**src/vca_pkg.sv**
```systemverilog
// Package of constants for the oscillator calibration assist block
// How it works
// - Calibration searches band and amplitude; core comes from the start estimate except in start-from-current, which keeps the active core
// - Partial assist starts search from software estimates
// - Start-from-current seeds search with active values
// - All three overrides apply written values
// - Fully forced skips calibration, values held
// - Completed calibration results are readable
package vca_pkg;
  localparam int          VCA_CORE_W      = 3;
  localparam int          VCA_BAND_W      = 8;
  localparam int          VCA_AMP_W       = 9;
  localparam int          VCA_NUM_CORES   = 6;
  localparam logic [11:0] VCA_ADDR_CTRL   = 12'h000;
  localparam logic [11:0] VCA_ADDR_START  = 12'h004;
  localparam logic [11:0] VCA_ADDR_FORCE  = 12'h008;
  localparam logic [11:0] VCA_ADDR_STATUS = 12'h00C;
  localparam logic [11:0] VCA_ADDR_RESULT = 12'h010;
  localparam int          VCA_CTRL_TRIG   = 0;
  localparam int          VCA_CTRL_QUICK  = 1;
  localparam int          VCA_CTRL_OCORE  = 2;
  localparam int          VCA_CTRL_OBAND  = 3;
  localparam int          VCA_CTRL_OAMP   = 4;
  localparam int          VCA_FLD_CORE    = 0;
  localparam int          VCA_FLD_BAND    = 8;
  localparam int          VCA_FLD_AMP     = 16;
  localparam int          VCA_STAT_BUSY   = 0;
  localparam int          VCA_STAT_DONE   = 1;
  localparam logic [1:0]  VCA_RESP_OKAY   = 2'h0;
  localparam logic [1:0]  VCA_RESP_SLVERR = 2'h2;
  localparam logic [2:0]  VCA_CORE_RST    = 3'h1;
  localparam logic [7:0]  VCA_BAND_RST    = 8'h80;
  localparam logic [8:0]  VCA_AMP_RST     = 9'h080;
  localparam int          VCA_SETTLE_CYC  = 4;
  typedef enum logic [1:0] {
    VCA_IDLE   = 2'b00,
    VCA_BAND   = 2'b01,
    VCA_AMP    = 2'b10,
    VCA_FINISH = 2'b11
  } vca_state_t;
endpackage

```
**src/vca_search.sv**
```systemverilog
`timescale 1ns/10ps
// Successive approximation search of one setting
module vca_search
  import vca_pkg::*;
#(
  parameter int W = 8
) (
  // Clock and reset
  input  wire logic         sys_clk,
  input  wire logic         rst_n,
  // Control
  input  wire logic         start,
  input  wire logic [W-1:0] seed,
  input  wire logic         higher,
  // Result
  output logic              busy,
  output logic [W-1:0]      value
);
  logic [W-1:0] step_r;
  logic         busy_r;
  logic [W-1:0] value_r;

  assign busy  = busy_r;
  assign value = value_r;

  // Halving step from the seed toward the comparator answer
  always_ff @(posedge sys_clk or negedge rst_n) begin
    if (!rst_n) begin
      step_r  <= '0;
      busy_r  <= 1'b0;
      value_r <= '0;
    end else if (start) begin
      value_r <= seed;
      step_r  <= W'(1) << (W - 2);
      busy_r  <= 1'b1;
    end else if (busy_r) begin
      if (higher) begin
        value_r <= (value_r > ~step_r) ? {W{1'b1}} : W'(value_r + step_r);
      end else begin
        value_r <= (value_r < step_r) ? '0 : W'(value_r - step_r);
      end
      step_r <= step_r >> 1;
      busy_r <= (step_r > W'(1));
    end
  end
endmodule

```
**src/vca_top.sv**
```systemverilog
`timescale 1ns/10ps
// Oscillator calibration assist with AXI4-Lite registers
module vca_top
  import vca_pkg::*;
(
  // Clock and reset
  input  wire logic                  sys_clk,
  input  wire logic                  rst_n,
  // AXI4-Lite write
  input  wire logic [11:0]           s_axi_awaddr,
  input  wire logic                  s_axi_awvalid,
  output logic                       s_axi_awready,
  input  wire logic [31:0]           s_axi_wdata,
  input  wire logic [3:0]            s_axi_wstrb,
  input  wire logic                  s_axi_wvalid,
  output logic                       s_axi_wready,
  output logic [1:0]                 s_axi_bresp,
  output logic                       s_axi_bvalid,
  input  wire logic                  s_axi_bready,
  // AXI4-Lite read
  input  wire logic [11:0]           s_axi_araddr,
  input  wire logic                  s_axi_arvalid,
  output logic                       s_axi_arready,
  output logic [31:0]                s_axi_rdata,
  output logic [1:0]                 s_axi_rresp,
  output logic                       s_axi_rvalid,
  input  wire logic                  s_axi_rready,
  // Oscillator
  input  wire logic                  freq_high,
  output logic [VCA_CORE_W-1:0]      oscillator_core_select,
  output logic [VCA_BAND_W-1:0]      band_value,
  output logic [VCA_AMP_W-1:0]       amplitude_value,
  output logic                       cal_busy
);
  logic                  aw_hold_r, w_hold_r;
  logic [11:0]           awaddr_r;
  logic [31:0]           wdata_r;
  logic [3:0]            wstrb_r;
  logic                  quick_r, ocore_r, oband_r, oamp_r, done_r;
  logic [VCA_CORE_W-1:0] core_st_r, core_r, res_core_r;
  logic [VCA_BAND_W-1:0] band_st_r, band_r, res_band_r;
  logic [VCA_AMP_W-1:0]  amp_st_r, amp_r, res_amp_r;
  vca_state_t            state_r;
  logic [2:0]            settle_r;
  logic                  trig, all_forced, wr_go;
  logic                  band_start, amp_start, band_busy, amp_busy;
  logic [VCA_BAND_W-1:0] band_seed, band_srch;
  logic [VCA_AMP_W-1:0]  amp_seed, amp_srch;
  logic [31:0]           rd_word;
  logic [31:0]           st_word, st_new;
  logic                  cal_busy_r;

  function automatic logic [7:0] lane(input logic [31:0] d, input logic [3:0] s,
                                      input logic [31:0] o, input int b);
    lane = s[b] ? d[8*b +: 8] : o[8*b +: 8];
  endfunction

  // Write channel capture, either order
  assign wr_go = aw_hold_r && w_hold_r && !s_axi_bvalid;
  always_ff @(posedge sys_clk or negedge rst_n) begin
    if (!rst_n) begin
      aw_hold_r     <= 1'b0;
      w_hold_r      <= 1'b0;
      awaddr_r      <= '0;
      wdata_r       <= '0;
      wstrb_r       <= '0;
      s_axi_awready <= 1'b0;
      s_axi_wready  <= 1'b0;
      s_axi_bvalid  <= 1'b0;
      s_axi_bresp   <= VCA_RESP_OKAY;
    end else begin
      s_axi_awready <= !aw_hold_r && !s_axi_awready && s_axi_awvalid;
      s_axi_wready  <= !w_hold_r && !s_axi_wready && s_axi_wvalid;
      if (s_axi_awvalid && s_axi_awready) begin
        aw_hold_r <= 1'b1;
        awaddr_r  <= s_axi_awaddr;
      end
      if (s_axi_wvalid && s_axi_wready) begin
        w_hold_r <= 1'b1;
        wdata_r  <= s_axi_wdata;
        wstrb_r  <= s_axi_wstrb;
      end
      if (wr_go) begin
        aw_hold_r    <= 1'b0;
        w_hold_r     <= 1'b0;
        s_axi_bvalid <= 1'b1;
        s_axi_bresp  <= (awaddr_r == VCA_ADDR_CTRL || awaddr_r == VCA_ADDR_START ||
                         awaddr_r == VCA_ADDR_FORCE) ? VCA_RESP_OKAY : VCA_RESP_SLVERR;
      end else if (s_axi_bready) begin
        s_axi_bvalid <= 1'b0;
      end
    end
  end

  // Trigger is a self-clearing write pulse
  assign trig = wr_go && awaddr_r == VCA_ADDR_CTRL && wstrb_r[0] && wdata_r[VCA_CTRL_TRIG];
  // Skip is decided by the overrides carried in the trigger write
  assign all_forced = wdata_r[VCA_CTRL_OCORE] && wdata_r[VCA_CTRL_OBAND] &&
                      wdata_r[VCA_CTRL_OAMP];

  // Start word with written byte lanes merged in
  assign st_word = {7'h00, amp_st_r, band_st_r, 5'h00, core_st_r};
  for (genvar g = 0; g < 4; g++) begin : g_lane
    assign st_new[8*g +: 8] = lane(wdata_r, wstrb_r, st_word, g);
  end

  // Software control, start estimates and forced values
  always_ff @(posedge sys_clk or negedge rst_n) begin
    if (!rst_n) begin
      quick_r   <= 1'b0;
      ocore_r   <= 1'b0;
      oband_r   <= 1'b0;
      oamp_r    <= 1'b0;
      core_st_r <= VCA_CORE_RST;
      band_st_r <= VCA_BAND_RST;
      amp_st_r  <= VCA_AMP_RST;
    end else if (wr_go) begin
      case (awaddr_r)
        VCA_ADDR_CTRL: begin
          if (wstrb_r[0]) begin
            quick_r <= wdata_r[VCA_CTRL_QUICK];
            ocore_r <= wdata_r[VCA_CTRL_OCORE];
            oband_r <= wdata_r[VCA_CTRL_OBAND];
            oamp_r  <= wdata_r[VCA_CTRL_OAMP];
          end
        end
        VCA_ADDR_START, VCA_ADDR_FORCE: begin
          core_st_r <= st_new[VCA_FLD_CORE +: VCA_CORE_W];
          band_st_r <= st_new[VCA_FLD_BAND +: VCA_BAND_W];
          amp_st_r  <= st_new[VCA_FLD_AMP +: VCA_AMP_W];
        end
        default: begin
        end
      endcase
    end
  end

  // Search seeds from estimates or active values
  assign band_seed  = quick_r ? band_r : band_st_r;
  assign amp_seed   = quick_r ? amp_r : amp_st_r;
  assign band_start = state_r == VCA_IDLE && trig && !all_forced;
  assign amp_start  = state_r == VCA_BAND && !band_busy && settle_r == 3'h0;

  vca_search #(.W(VCA_BAND_W)) u_band (
    .sys_clk (sys_clk),
    .rst_n   (rst_n),
    .start   (band_start),
    .seed    (band_seed),
    .higher  (freq_high),
    .busy    (band_busy),
    .value   (band_srch)
  );

  vca_search #(.W(VCA_AMP_W)) u_amp (
    .sys_clk (sys_clk),
    .rst_n   (rst_n),
    .start   (amp_start),
    .seed    (amp_seed),
    .higher  (freq_high),
    .busy    (amp_busy),
    .value   (amp_srch)
  );

  // Calibration sequencer
  always_ff @(posedge sys_clk or negedge rst_n) begin
    if (!rst_n) begin
      state_r    <= VCA_IDLE;
      settle_r   <= '0;
      done_r     <= 1'b0;
      cal_busy_r <= 1'b0;
    end else begin
      case (state_r)
        VCA_IDLE: begin
          if (band_start) begin
            state_r  <= VCA_BAND;
            settle_r   <= 3'(VCA_SETTLE_CYC);
            done_r     <= 1'b0;
            cal_busy_r <= 1'b1;
          end
        end
        VCA_BAND: begin
          if (settle_r != 3'h0) begin
            settle_r <= settle_r - 3'h1;
          end else if (!band_busy) begin
            state_r <= VCA_AMP;
          end
        end
        VCA_AMP: begin
          if (!amp_busy) begin
            state_r <= VCA_FINISH;
          end
        end
        VCA_FINISH: begin
          state_r    <= VCA_IDLE;
          done_r     <= 1'b1;
          cal_busy_r <= 1'b0;
        end
        default: begin
          state_r    <= VCA_IDLE;
          cal_busy_r <= 1'b0;
        end
      endcase
    end
  end

  // Active settings: forced, searched, or held
  always_ff @(posedge sys_clk or negedge rst_n) begin
    if (!rst_n) begin
      core_r <= VCA_CORE_RST;
      band_r <= VCA_BAND_RST;
      amp_r  <= VCA_AMP_RST;
    end else begin
      // Start-from-current keeps the active core
      if (ocore_r || (band_start && !quick_r)) begin
        core_r <= core_st_r;
      end
      if (oband_r) begin
        band_r <= band_st_r;
      end else if (state_r == VCA_FINISH) begin
        band_r <= band_srch;
      end
      if (oamp_r) begin
        amp_r <= amp_st_r;
      end else if (state_r == VCA_FINISH) begin
        amp_r <= amp_srch;
      end
    end
  end

  // Readable results latched on completion
  always_ff @(posedge sys_clk or negedge rst_n) begin
    if (!rst_n) begin
      res_core_r <= VCA_CORE_RST;
      res_band_r <= VCA_BAND_RST;
      res_amp_r  <= VCA_AMP_RST;
    end else if (state_r == VCA_FINISH) begin
      res_core_r <= core_r;
      res_band_r <= oband_r ? band_st_r : band_srch;
      res_amp_r  <= oamp_r ? amp_st_r : amp_srch;
    end
  end

  assign oscillator_core_select = core_r;
  assign band_value             = band_r;
  assign amplitude_value        = amp_r;
  assign cal_busy               = cal_busy_r;

  // Read channel
  always_comb begin
    rd_word = '0;
    case (s_axi_araddr)
      VCA_ADDR_CTRL:   rd_word = {27'h0, oamp_r, oband_r, ocore_r, quick_r, 1'b0};
      VCA_ADDR_START,
      VCA_ADDR_FORCE:  rd_word = {7'h00, amp_st_r, band_st_r, 5'h00, core_st_r};
      VCA_ADDR_STATUS: rd_word = {30'h0, done_r, cal_busy_r};
      VCA_ADDR_RESULT: rd_word = {7'h00, res_amp_r, res_band_r, 5'h00, res_core_r};
      default:         rd_word = '0;
    endcase
  end

  always_ff @(posedge sys_clk or negedge rst_n) begin
    if (!rst_n) begin
      s_axi_arready <= 1'b0;
      s_axi_rvalid  <= 1'b0;
      s_axi_rdata   <= '0;
      s_axi_rresp   <= VCA_RESP_OKAY;
    end else begin
      s_axi_arready <= !s_axi_arready && !s_axi_rvalid && s_axi_arvalid;
      if (s_axi_arvalid && s_axi_arready) begin
        s_axi_rvalid <= 1'b1;
        s_axi_rdata  <= rd_word;
        s_axi_rresp  <= (s_axi_araddr <= VCA_ADDR_RESULT && s_axi_araddr[1:0] == 2'b00)
                        ? VCA_RESP_OKAY : VCA_RESP_SLVERR;
      end else if (s_axi_rready) begin
        s_axi_rvalid <= 1'b0;
      end
    end
  end
endmodule

```
**config.mk**
```make
export PLATFORM = sky130hd
export DESIGN_NAME = vca_top
export DESIGN_NICKNAME = d
export VERILOG_FILES = /design/src/vca_pkg.sv /design/src/vca_search.sv /design/src/vca_top.sv
export SDC_FILE = /design/constraint.sdc
export NUM_CORES = 1
export LEC_CHECK = 0
export BUFFER_PORTS_ARGS = -buffer_cell sky130_fd_sc_hd__buf_2
export CORE_MARGIN = 2
export CORE_UTILIZATION = 25
export CTS_CLUSTER_SIZE = 25
export DETAILED_ROUTE_END_ITERATION = 16
export PLACE_DENSITY_LB_ADDON = 0.05
export SYNTH_ARGS = -nofsm -noshare
export SYNTH_HDL_FRONTEND = slang
export SYNTH_SLANG_ARGS = --single-unit
```
**constraint.sdc**
```tcl
create_clock -name sys_clk -period 2.6 [get_ports sys_clk]
set_input_delay 0.13 -clock sys_clk [delete_from_list [all_inputs] [get_ports sys_clk]]
set_output_delay 0.13 -clock sys_clk [all_outputs]
set_load 0.05 [all_outputs]
```
; Yosys cells after proc, flatten, opt, wreduce, memory -nomap -nowiden
; Cells that the tools add are included.
[totals]
regBits = 191
wordCells = 175
input_bits = 68
out_inout_bits = 62
[classes]
n_reduce_logical = 61
bitwise_logic = 2
magnitude_cmp = 7
n_eq_ne = 14
muxes = 49
add_sub_neg = 5
[ops]
columns = cell, n
row1 = $pmux W25 S4, 1
row2 = $mux W9, 11
row3 = $mux W8, 11
row4 = $eq A12 B4 Y1 const B, 3
row5 = $eq A12 B3 Y1 const B, 2
row6 = $logic_not A12 Y1, 2
row7 = $logic_and A1 B1 Y1, 22
row8 = $reduce_bool A2 Y1, 10
row9 = $reduce_and A3 Y1, 6
row10 = $mux W1, 14
row11 = $eq A12 B5 Y1 const B, 1
row12 = $le A12 B5 Y1 const B, 1
row13 = $mux W2, 6
row14 = $logic_not A1 Y1, 10
row15 = $add A9 B9 Y9, 1
row16 = $gt A9 B1 Y1 const B, 1
row17 = $gt A9 B9 Y1, 1
row18 = $lt A9 B9 Y1, 1
row19 = $not A9 Y9, 1
row20 = $sub A9 B9 Y9, 1
row21 = $add A8 B8 Y8, 1
row22 = $gt A8 B1 Y1 const B, 1
row23 = $gt A8 B8 Y1, 1
row24 = $lt A8 B8 Y1, 1
row25 = other kinds (18), 28

; Logic depth before layout (Yosys ltp)
; Gate-level depths: netlist of run 1.
[logic_depth]
ltp_word = 9
depth_mapped = 11
mapped_depth_nobuf = 11

; Cells and area by module
; Synthesis of run 1 repeated with hierarchy kept, for this count alone.
[hier_totals]
hier_cells = 912
hier_area_um2 = 9608.0
[by_module_without_submodules]
columns = module, n_inst, seq_area_each_um2, area_per_inst_um2, cells_each
row1 = vca_top, 1, 3514.6, 6262.3, 526
row2 = vca_search (u_amp), 1, 450.4, 1793.0, 206
row3 = vca_search (u_band), 1, 400.4, 1552.7, 180

; Worst setup path before layout of run 1
; OpenSTA, ideal clock, no wires.
[synth_path]
kind = register to register
startpoint = reg u_amp.value_r[6] (netlist: u_amp.value[6])
endpoint = reg u_amp.value_r[8] (netlist: u_amp.value[8])
required_ns = 2.458
path_stages_with_launch = 9
arrival_ns = 2.583
setup_ns = 0.142
path_slack_ns = -0.125
synth_period_minus_slack_ns = 2.725
path_buffers = 1
path_cell_list = dfrtp_1 -> ha_1 -> buf_6 -> or3_4 -> or3_1 -> or4b_4 -> a31o_4 -> a221oi_1 -> a211oi_1
[synth_between]
elab_chain_cells = 5
elab_cells_between_ends = 9
cone_classes = 2 x add/sub / 2 x order compare / 5 x mux
[synth_rtl]
columns = element, line_no
row1 = from (decl), vca_search.sv:21  ; logic [W-1:0] value_r;
row2 = from (signal assigned), vca_search.sv:38  ; value_r <= (value_r > ~step_r) ? {W{1'b1}} : W'(value_r + step_r);
row3 = from (signal assigned), vca_search.sv:40  ; value_r <= (value_r < step_r) ? '0 : W'(value_r - step_r);
row4 = $sub A9 B9 Y9 (tied with other cells), vca_search.sv:40
row5 = "$mux W9, on equally long branches", "vca_search.sv:40, vca_search.sv:38"
row6 = $mux W9 (*), vca_search.sv:37  ; if (higher) begin
row7 = $mux W9 (*), vca_search.sv:36  ; end else if (busy_r) begin
row8 = $mux W9 (*), vca_search.sv:32  ; end else if (start) begin
; Mark *: on every way between the ends. The rest lies on a longest branch, timed or not. The select of a mux whose other input is x is not followed.
; A chain may end at the register's enable or synchronous reset.

; Final worst setup path of run 1
[layout_path]
startpoint = reg u_amp.value_r[6] (netlist: u_amp.value[6])
endpoint = reg u_amp.value_r[3] (netlist: u_amp.value[3])
[layout_between]
elab_chain_cells = 5
elab_cells_between_ends = 7
cone_classes = 2 x order compare / 5 x mux
[layout_rtl]
columns = element, line_no
row1 = $lt A9 B9 Y1 or $gt A9 B9 Y1 (tied branches), "vca_search.sv:40, vca_search.sv:38"
row2 = "$mux W9, on equally long branches", "vca_search.sv:40, vca_search.sv:38"
row3 = $mux W9 (*), vca_search.sv:37
row4 = $mux W9 (*), vca_search.sv:36
row5 = $mux W9 (*), vca_search.sv:32
; Marked as above.

==> metrics.md, run 1 <==
| Metric | Value |
|---|---|
| Layout area overhead | `28.32%` |
| Setup CP Type | `reg2reg` |
| Cell taking the most area after synthesis | `dfrtp_1` |
| RSZ-0062 raised after global routing | `yes` |
| Max Slew Vio Count | `0` |
| Critical Path Fanout Max | `6` |
| DIE AREA | `38880 µm²` |
| Ys flop type | `dfrtp_1` |
| Synth Register Bits | `~170` |
| Post-DP HPWL | `20.97 mm` |
| Num CTS Buffers | `17` |
| Hold Crit Class | `in2reg` |
| Syn Area/Cell | `roughly 10 µm²` |
| Multi-input gate area | `about 4700 µm²` |
| Core Util, Final | `0.3263` |
| Largest net degree at the start of global routing | `65` |
| Vias post-DR | `7353` |
| Routability Congestion | `0.7970` |
| Placement Setup Slack | `-98.47 ps` |
| I/O pin cnt | `130` |
| Total GRT Usage | `0.1477` |
| P_leak | `5.287 nW` |
| Max rail drop VDD | `0.5123 mV` |
| Number of synthesized flops with an enable pin | `0` |
| Clk_skew | `roughly 18 ps` |
| Commonest non-fill, non-tap cell in the layout | `dfrtp_1` |
| Final setup viols | `7` |
| Clock buffer depth | `2` |
| Sequential cell area fraction in the yosys report | `0.4679` |
| DRC Markers | `0` |
| Synth top area cells | `dfrtp_1, mux2_2, ha_1` |
| PortBufs | `107` |
| Filler cells | `3826` |
| Final hold viol count | `0` |
| First-pass GRT wire length | `between 40 and 50 mm` |
| ANT nets after route | `0` |
| Post-DR wirelength/cell | `roughly 18 µm` |
| DRT Pass-1 Iters | `4` |
| Root Buffer Master | `clkbuf_16` |
| Cell Pwr Density | `938.7 nW/µm²` |
| Startpoint type of the worst setup path | `flop` |
| Area after DPL | `10890 µm²` |
| FMAX | `roughly 370 MHz` |
| Die Y | `about 200 µm` |
| Slew @ Worst Pin | `858.2 ps` |
| # nets final | `1223` |
| Post-Route WL | `28.24 mm` |
| Failing checks | `setup timing` |
| MaxCap Viol Count | `0` |
| Total Power | `11.24 mW` |
| Layout cells sized above 1 | `0.2889` |
| CTS tree | `yes` |
| Number of diodes | `0` |
| Netlist cell types | `66` |
| Slew margin rel. | `0.4279` |
| Reg area | `4365 µm²` |
| Clk slew on worst S/H paths | `70 ps` |
| Grt ovf | `0` |
| Clk Latency, worst-skew pair | `roughly 440 ps` |
| Ys async rst share | `1.000` |
| Synth Instances | `911` |
| Post-synth top area share | `0.4425` |
| Syn Std Cell Area | `between 9000 and 10000 µm²` |
| Final period utilization | `1.031` |
| Sink Count | `174` |
| Die Wd | `just under 200 µm` |
| Starting density of the core | `0.2542` |
| Crit path capture type | `flop` |
| H-tree level count | `4` |
| Fin area | `11970 µm²` |
| Most frequent cells in the layout | `dfrtp_1, buf_2, buf_4, nand2_1, mux2_2` |
| Outcome | `finished, violations left` |
| Critical Path RT | `2910 ps` |
| # rows | `70` |
| Vias in the first global route | `7613` |
| Via density per instance | `4.616` |
| DR iter-0 viols | `282` |
| Crit path DAT | `2990 ps` |
| Core Area | `36700 µm²` |
| Min cycle time layout | `about 2700 ps` |
| Antenna violations before repair | `0` |
| Final worst slack | `-80.20 ps` |
| Yosys warning count | `0` |
[cell usage after synthesis, types with 2 or more instances]
cell type    n
a211oi_1    12
a21oi_1     38
and2_1       2
xor2_1       8
nand3_1      8
nand2b_1    22
and3_1       3
nor2b_1      9
o21ai_0     66
or3_1        4
nand4_1      4
o41ai_1      3
mux2_2      71
o31ai_1      7
xnor2_1     12
nand2_1     74
o22ai_1      6
a21o_1       2
buf_1        3
nor3b_1      4
fa_1         4
a211o_1      2
o211ai_1     2
mux2i_1     47
dfstp_2      9
o21bai_1     7
nor2_1      68
clkbuf_1    40
dfrtp_1    165
nor3_1      18
a22o_1       2
o221ai_1     2
a221oi_1     9
nor4_1       5
a31oi_1     21
a22oi_1     18
inv_1       47
a32oi_1      2
buf_2        2
ha_1        39
o21a_1       5
o31a_1       4
buf_4       12
[logic make-up after synthesis]
family                   count (synthesis)  synth area share
other                                    1         0.0004019
AO/OA/AOI/OAI                          217            0.1495
adder cells (fa/ha/maj)                 43           0.06088
AND/OR/NAND/NOR                        233            0.1183
multiplexers                           118            0.1361
XOR/XNOR                                20           0.01877
buffers and inverters                  105           0.04814
flip-flops                             174            0.4679
[final cells by class]
type / instances / area share
well taps: 468 / 0.04891
inverters: 47 / 0.01474
clock inverters: 14 / 0.01233
repair buffers: 229 / 0.1343
clock buffers: 18 / 0.03668
multi-input cells: 643 / 0.3884
flip-flops and latches: 174 / 0.3646
[power breakdown]
group	switching (mW)	total (mW)	internal [mW]
clock network	1.24	2.62	1.38
logic	2.58	4.60	2.02
registers	0.572	4.02	3.45
total	4.38	11.2	6.85
[through the flow]
| step | hold slack (ps) | setup TNS [ps] | std cells |
|---|---|---|---|
| finish | 127.4 | -259.1 | 1593 |
| global route | 146.3 | -991.2 | 1593 |
| CTS | 100.2 | -424.4 | 1592 |
| detailed placement | 135.6 | -469.6 | 1516 |
| global placement | 137.9 | -182.0 | 1516 |
| floorplan | -165.6 | -654.9 | 922 |
[what timing repair did]
item / CTS / global route
pin swaps: 2 / 5
endpoints found under the hold margin: 94 / 0
hold buffers: 44 / 0
setup buffers: 0 / 1
resized for setup: 2 / 9
setup endpoints to repair: 7 / 15
[flip-flops by register name, indices dropped and copies added, names as in the netlist, 2 cells and up]
signal	flops
s_axi_rdata	22
wdata_r	22
awaddr_r	12
amp_st_r	9
amplitude_value	9
res_amp_r	9
u_amp.value	9
band_st_r	8
band_value	8
res_band_r	8
u_amp.step_r	8
u_band.value	8
u_band.step_r	7
wstrb_r	4
core_st_r	3
oscillator_core_select	3
res_core_r	3
settle_r	3
state_r	2
[worst max-delay path: stages (launching register included)]
cell,delay (ps)
dfrtp_1,390
ha_1,300
or3_4,380
or3_4,370
or4b_4,520
a31o_4,300
a211oi_2,200
o22ai_1,100
[per-layer routing]
layer  track usage  routed length (µm)  share of wire
met1        0.1946               13010           0.46
met2        0.2522               14090           0.50
met3       0.02510                 856          0.030
met4       0.03453                 283          0.010
met5             0                   0              0
[worst paths after layout]
path                                       startpoint                     endpoint  slack, ps  cells after the start
max                        u_amp.value[6]$_DFFE_PN0P_   u_amp.value[3]$_DFFE_PN0P_        -80                      7
min                                   s_axi_araddr[2]   s_axi_rdata[4]$_DFFE_PN0P_        130                      4
max reg2reg                u_amp.value[6]$_DFFE_PN0P_   u_amp.value[3]$_DFFE_PN0P_        -80                      7
min reg2reg                   s_axi_arready$_DFF_PN0_      s_axi_arready$_DFF_PN0_        460                      1
max in group asynchronous                       rst_n     band_st_r[7]$_DFFE_PN1P_       1600                      3
min in group asynchronous                       rst_n  u_amp.step_r[0]$_DFFE_PN0P_        220                      2
Power figures use the tool's default switching activity.
==> run 2, diff against run 1 <==
Settings changed: CORE_UTILIZATION 25 to 32.
==> metrics.md, run 2 (same netlist as run 1, synthesis figures left out) <==
| Metric | Value |
|---|---|
| Outcome | `finished, violations left` |
| Failing checks | `setup timing` |
| Hold Crit Class | `in2reg` |
| Slew @ Worst Pin | `819.1 ps` |
| Core Area | `28700 µm²` |
| Worst R2R Start | `u_amp.value[7]$_DFFE_PN0P_` |
| Switching Share | `0.3793` |
| Starting density of the core | `0.3251` |
| FF-to-FF path depth | `7` |
| Clk Latency, worst-skew pair | `440 ps` |
| Final setup viols | `7` |
| ANT nets after route | `0` |
| Filler cells | `2896` |
| Clk_skew | `9.554 ps` |
| Startpoint type of the worst setup path | `flop` |
| Number of diodes | `0` |
| Crit path DAT | `approximately 3000 ps` |
| DRC Markers | `0` |
| Setup TNS | `-413.2 ps` |
| DR iter-0 viols | `378` |
| Max rail drop VDD | `0.6004 mV` |
| Routability Congestion | `0.8618` |
| Final worst slack | `-110.8 ps` |
| Critical Path RT | `approximately 2900 ps` |
| Reg2reg setup slack | `-110 ps` |
| DRT Pass-1 Iters | `4` |
| Post-Route WL | `26.29 mm` |
| Largest net degree at the start of global routing | `68` |
| Total GRT Usage | `0.1773` |
| Met1 Usage GRT | `0.2368` |
| # rows | `62` |
| Max Slew Vio Count | `0` |
| Final period utilization | `1.043` |
| Setup CP Type | `reg2reg` |
| CTS tree | `yes` |
| Hold Crit Start | `s_axi_araddr[3]` |
| Root Buffer Master | `clkbuf_16` |
| P_int | `7.018 mW` |
| Biggest regs | `s_axi_rdata x22, wdata_r x22, awaddr_r x12` |
| Clk slew on worst S/H paths | `70 ps` |
| MaxCap Viol Count | `0` |
| Vias post-DR | `7244` |
| P_leak | `5.249 nW` |
| Crit path launch | `u_amp.value[7]$_DFFE_PN0P_` |
| Sw Pwr | `~4.3 mW` |
| Post-DP HPWL | `19.19 mm` |
| Slew margin rel. | `0.4540` |
| FF-to-FF End | `u_amp.value[2]$_DFFE_PN0P_` |
| H-tree level count | `4` |
| Multi-input gate area | `4658 µm²` |
| Final hold viol count | `0` |
| Die Y | `174.8 µm` |
| FMAX | `about 370 MHz` |
| # nets final | `1207` |
| Hold_ws | `117.6 ps` |
| Post-CTS Setup Bufs | `0` |
| Most frequent cells in the layout | `dfrtp_1, buf_2, nand2_1, mux2_2, nor2_1` |
| Min cycle time layout | `2711 ps` |
| Clk pwr share | `0.243` |
| GRT Max-Usage Layer | `met2` |
| Via density per instance | `4.852` |
| Layout area overhead | `26.50%` |
| Die Wd | `174.8 µm` |
| Critical Path Fanout Max | `6` |
| Vias in the first global route | `7559` |
| Post-DR wirelength/cell | `17.61 µm` |
| Clock buffer depth | `2` |
| Num CTS Buffers | `17` |
| GR Util met2 | `0.2971` |
| Crit path capture type | `flop` |
| Cell Pwr Density | `approximately 960 nW/µm²` |
| RSZ-0062 raised after global routing | `yes` |
| Sequential share of power | `0.354` |
| Grt met3 use | `0.02937` |
| Commonest non-fill, non-tap cell in the layout | `dfrtp_1` |
| PortBufs | `107` |
| Antenna violations before repair | `0` |
| I/O pin cnt | `130` |
| Layout cells sized above 1 | `0.2786` |
| DIE AREA | `30540 µm²` |
| Grt ovf | `0` |
| Sink Count | `174` |
| Reg area | `4365 µm²` |
| First-pass GRT wire length | `around 42 mm` |
| Comb power frac | `0.402` |
| CP Capture Point | `u_amp.value[2]$_DFFE_PN0P_` |
## run 2: final cells by class
cell class / instances / area share
flip-flops and latches: 174 / 0.3699
well taps: 384 / 0.04071
clock inverters: 13 / 0.01601
multi-input cells: 643 / 0.3947
repair buffers: 213 / 0.1271
inverters: 47 / 0.01495
clock buffers: 19 / 0.03668
## run 2: metrics by stage
stage / util / setup slack, ps / power [mW] / cells / cell area (µm²)
4_1_cts: 0.4097 / -106.2 / 11.40 / 1493 / 11760
6_report: 0.4112 / -110.8 / 11.31 / 1493 / 11800
3_3_place_gp: 0.3722 / -93.31 / 8.533 / 1417 / 10680
5_1_grt: 0.4112 / -179.5 / 12.07 / 1493 / 11800
2_1_floorplan: - / -122.5 / 7.046 / 922 / 9405
3_5_place_dp: 0.3722 / -83.00 / 8.514 / 1417 / 10680
## run 2: per-layer routing
layer / wire, µm / share of wire
met5: 0 / 0
met4: 366 / 0.014
met3: 766 / 0.029
met2: 12890 / 0.49
met1: 12260 / 0.47
## run 2: worst min path at each step
stage / to / slack (ps) / depth (start not counted)
final: s_axi_rdata[4]$_DFFE_PN0P_ / 120 / 4
after global routing: s_axi_rdata[4]$_DFFE_PN0P_ / 130 / 4
after CTS: s_axi_rdata[4]$_DFFE_PN0P_ / 110 / 4
after detailed placement: u_amp.step_r[0]$_DFFE_PN0P_ / 190 / 1
after global placement: u_amp.step_r[0]$_DFFE_PN0P_ / 190 / 1
after floorplan: amp_st_r[0]$_DFFE_PN0P_ / -170 / 0
## run 2: repair_timing
item,4_1_cts,5_1_grt
pin swaps,2,2
hold buffers,44,0
endpoints found under the hold margin,108,0
gates resized for setup,2,12
setup endpoints to repair,7,15
## run 2: worst max-delay path, stage by stage, from the launching register on
cell      delay (ps)
dfrtp_1          390
ha_1             310
or3_4            400
or3_4            380
or4b_4           520
a31o_4           290
a221oi_2         170
o22ai_1          110
## run 2: power groups by stage
stage | combinational (mW) | clock [mW] | sequential [mW]
2_1_floorplan | 2.80 | 0 | 4.25
3_3_place_gp | 4.48 | 0 | 4.05
3_5_place_dp | 4.46 | 0 | 4.05
4_1_cts | 4.56 | 2.84 | 4.01
5_1_grt | 5.02 | 2.94 | 4.12
6_report | 4.55 | 2.75 | 4.00
==> run 3, diff against run 2 <==
Settings changed: GPL_TIMING_DRIVEN set to 0.
==> metrics.md, run 3 (same netlist as run 1, synthesis figures left out) <==
| Metric | Value |
|---|---|
| Post-Route WL | `26.68 mm` |
| Core Util, Final | `0.4108` |
| Max rail drop VDD | `0.5835 mV` |
| # nets final | `1214` |
| Routability Congestion | `0.8241` |
| Critical Path RT | `between 2000 and 3000 ps` |
| Failing checks | `setup timing` |
| Fin area | `11790 µm²` |
| Post-DR wirelength/cell | `17.79 µm` |
| DRT Pass-1 Iters | `5` |
| RSZ-0062 raised after global routing | `yes` |
| Cell Pwr Density | `around 950 nW/µm²` |
| Post-route insts no fill | `1500` |
| Worst R2R Start | `u_amp.step_r[6]$_DFFE_PN0P_` |
| Final period utilization | `1.070` |
| Root Buffer Master | `clkbuf_16` |
| Reg area | `4374 µm²` |
| Die Wd | `174.8 µm` |
| Setup CP Type | `reg2reg` |
| First-pass GRT wire length | `43.00 mm` |
| DIE AREA | `roughly 31000 µm²` |
| Core Area | `28700 µm²` |
| Via density per instance | `4.919` |
| DRC Markers | `0` |
| Min cycle time layout | `between 2000 and 3000 ps` |
| # rows | `62` |
| Layout cells sized above 1 | `0.2688` |
| Clk pwr share | `0.233` |
| Commonest non-fill, non-tap cell in the layout | `dfrtp_1` |
| Total GRT Usage | `0.1797` |
| FF-to-FF End | `u_amp.value[2]$_DFFE_PN0P_` |
| FF-to-FF path depth | `8` |
| Filler cells | `a little under 3000` |
| Hold_ws | `approximately 110 ps` |
| Setup TNS | `-1054 ps` |
| CTS tree | `yes` |
| I/O pin cnt | `130` |
| Clock buffer depth | `2` |
| Final worst slack | `-183.2 ps` |
| Switching Share | `0.3918` |
| Biggest regs | `s_axi_rdata x22, wdata_r x22, awaddr_r x12` |
| Sink Count | `between 150 and 200` |
| Post-DP HPWL | `19.71 mm` |
| Hold Crit Start | `s_axi_araddr[2]` |
| Area after DPL | `10460 µm²` |
| Hold path cells | `4` |
| Antenna violations before repair | `0` |
| Starting density of the core | `0.3251` |
| Final hold viol count | `0` |
| Hold Crit Class | `in2reg` |
| Grt ovf | `0` |
| Vias post-DR | `7379` |
| Layout area overhead | `26.38%` |
| Startpoint type of the worst setup path | `flop` |
| Inst Count DP | `1414` |
| Die Y | `174.8 µm` |
| PortBufs | `107` |
| Clk_skew | `about 8.4 ps` |
| Num CTS Buffers | `17` |
| Critical Path Fanout Max | `6` |
| Vias in the first global route | `7662` |
| Placement Setup Slack | `-420.7 ps` |
| Slew margin rel. | `0.3749` |
| Most frequent cells in the layout | `dfrtp_1, buf_2, nand2_1, mux2_2, nor2_1` |
| Crit path capture type | `flop` |
| ANT nets after route | `0` |
| Sw Pwr | `4.376 mW` |
| Sequential share of power | `0.363` |
| Crit path DAT | `approximately 3100 ps` |
| Hold EP | `s_axi_rdata[4]$_DFFE_PN0P_` |
| Max Slew Vio Count | `0` |
| Multi-input gate area | `4796 µm²` |
| DR iter-0 viols | `383` |
| Slew @ Worst Pin | `between 900 and 1000 ps` |
| P_int | `6.793 mW` |
| P_leak | `5.131 nW` |
| Outcome | `finished, violations left` |
| Clk slew on worst S/H paths | `70 ps` |
| Reg2reg setup slack | `-180 ps` |
| Final setup viols | `8` |
| H-tree level count | `4` |
| Largest net degree at the start of global routing | `110` |
| FMAX | `~360 MHz` |
| Number of diodes | `0` |
| Comb power frac | `0.404` |
| MaxCap Viol Count | `0` |
| Total Power | `11.17 mW` |
| Clk Latency, worst-skew pair | `440 ps` |
run 3: layout make-up:
cell class	instances	share of cell area
Buffer	54	0.02154
Tap cell	384	0.04075
Clock buffer	19	0.03841
Timing Repair Buffer	166	0.09486
Inverter	47	0.01496
Sequential cell	174	0.3710
Clock inverter	13	0.01178
Multi-Input combinational cell	643	0.4067
run 3: repair_timing:
item	in CTS	in global routing
hold buffers	44	0
buffers inserted	8	6
pin swaps	11	8
resized for setup	27	24
hold endpoints to repair	107	0
setup endpoints to repair	25	24
run 3: power by group through the flow:
stage	Combinational (mW)	Clock [mW]	Sequential (mW)
after global routing	5.01	2.79	4.17
final	4.51	2.60	4.06
after CTS	4.46	2.67	4.06
after global placement	4.07	0	4.12
after floorplan	2.80	0	4.25
after detailed placement	4.10	0	4.12
run 3: metal layers:
metal  wire (µm)  vias to the layer above  GRT usage
met5           0                        -          0
met1       13020                     3656     0.2540
li1            -                     3598          -
met3         711                       16    0.02807
met4         267                        0    0.04097
met2       12680                      109     0.2902
run 3: worst max-delay path by stage:
| stage | end | cells past startpoint | from |
|---|---|---|---|
| detailed placement | u_amp.value[2]$_DFFE_PN0P_ | 9 | u_amp.step_r[6]$_DFFE_PN0P_ |
| global route | u_amp.value[2]$_DFFE_PN0P_ | 8 | u_amp.step_r[6]$_DFFE_PN0P_ |
| finish | u_amp.value[2]$_DFFE_PN0P_ | 8 | u_amp.step_r[6]$_DFFE_PN0P_ |
| CTS | u_amp.value[2]$_DFFE_PN0P_ | 9 | u_amp.step_r[6]$_DFFE_PN0P_ |
| global placement | awaddr_r[6]$_DFFE_PN0P_ | 1 | rst_n |
| floorplan | u_amp.value[2]$_DFFE_PN0P_ | 9 | u_amp.step_r[6]$_DFFE_PN0P_ |
run 3: critical path: stages, from the launching register on:
cell and delay, ps:
dfrtp_2 420, inv_2 70, ha_4 200, or3_4 390, or3_4 370, or4b_4 520
a31o_4 340, a221oi_4 230, o22ai_1 110
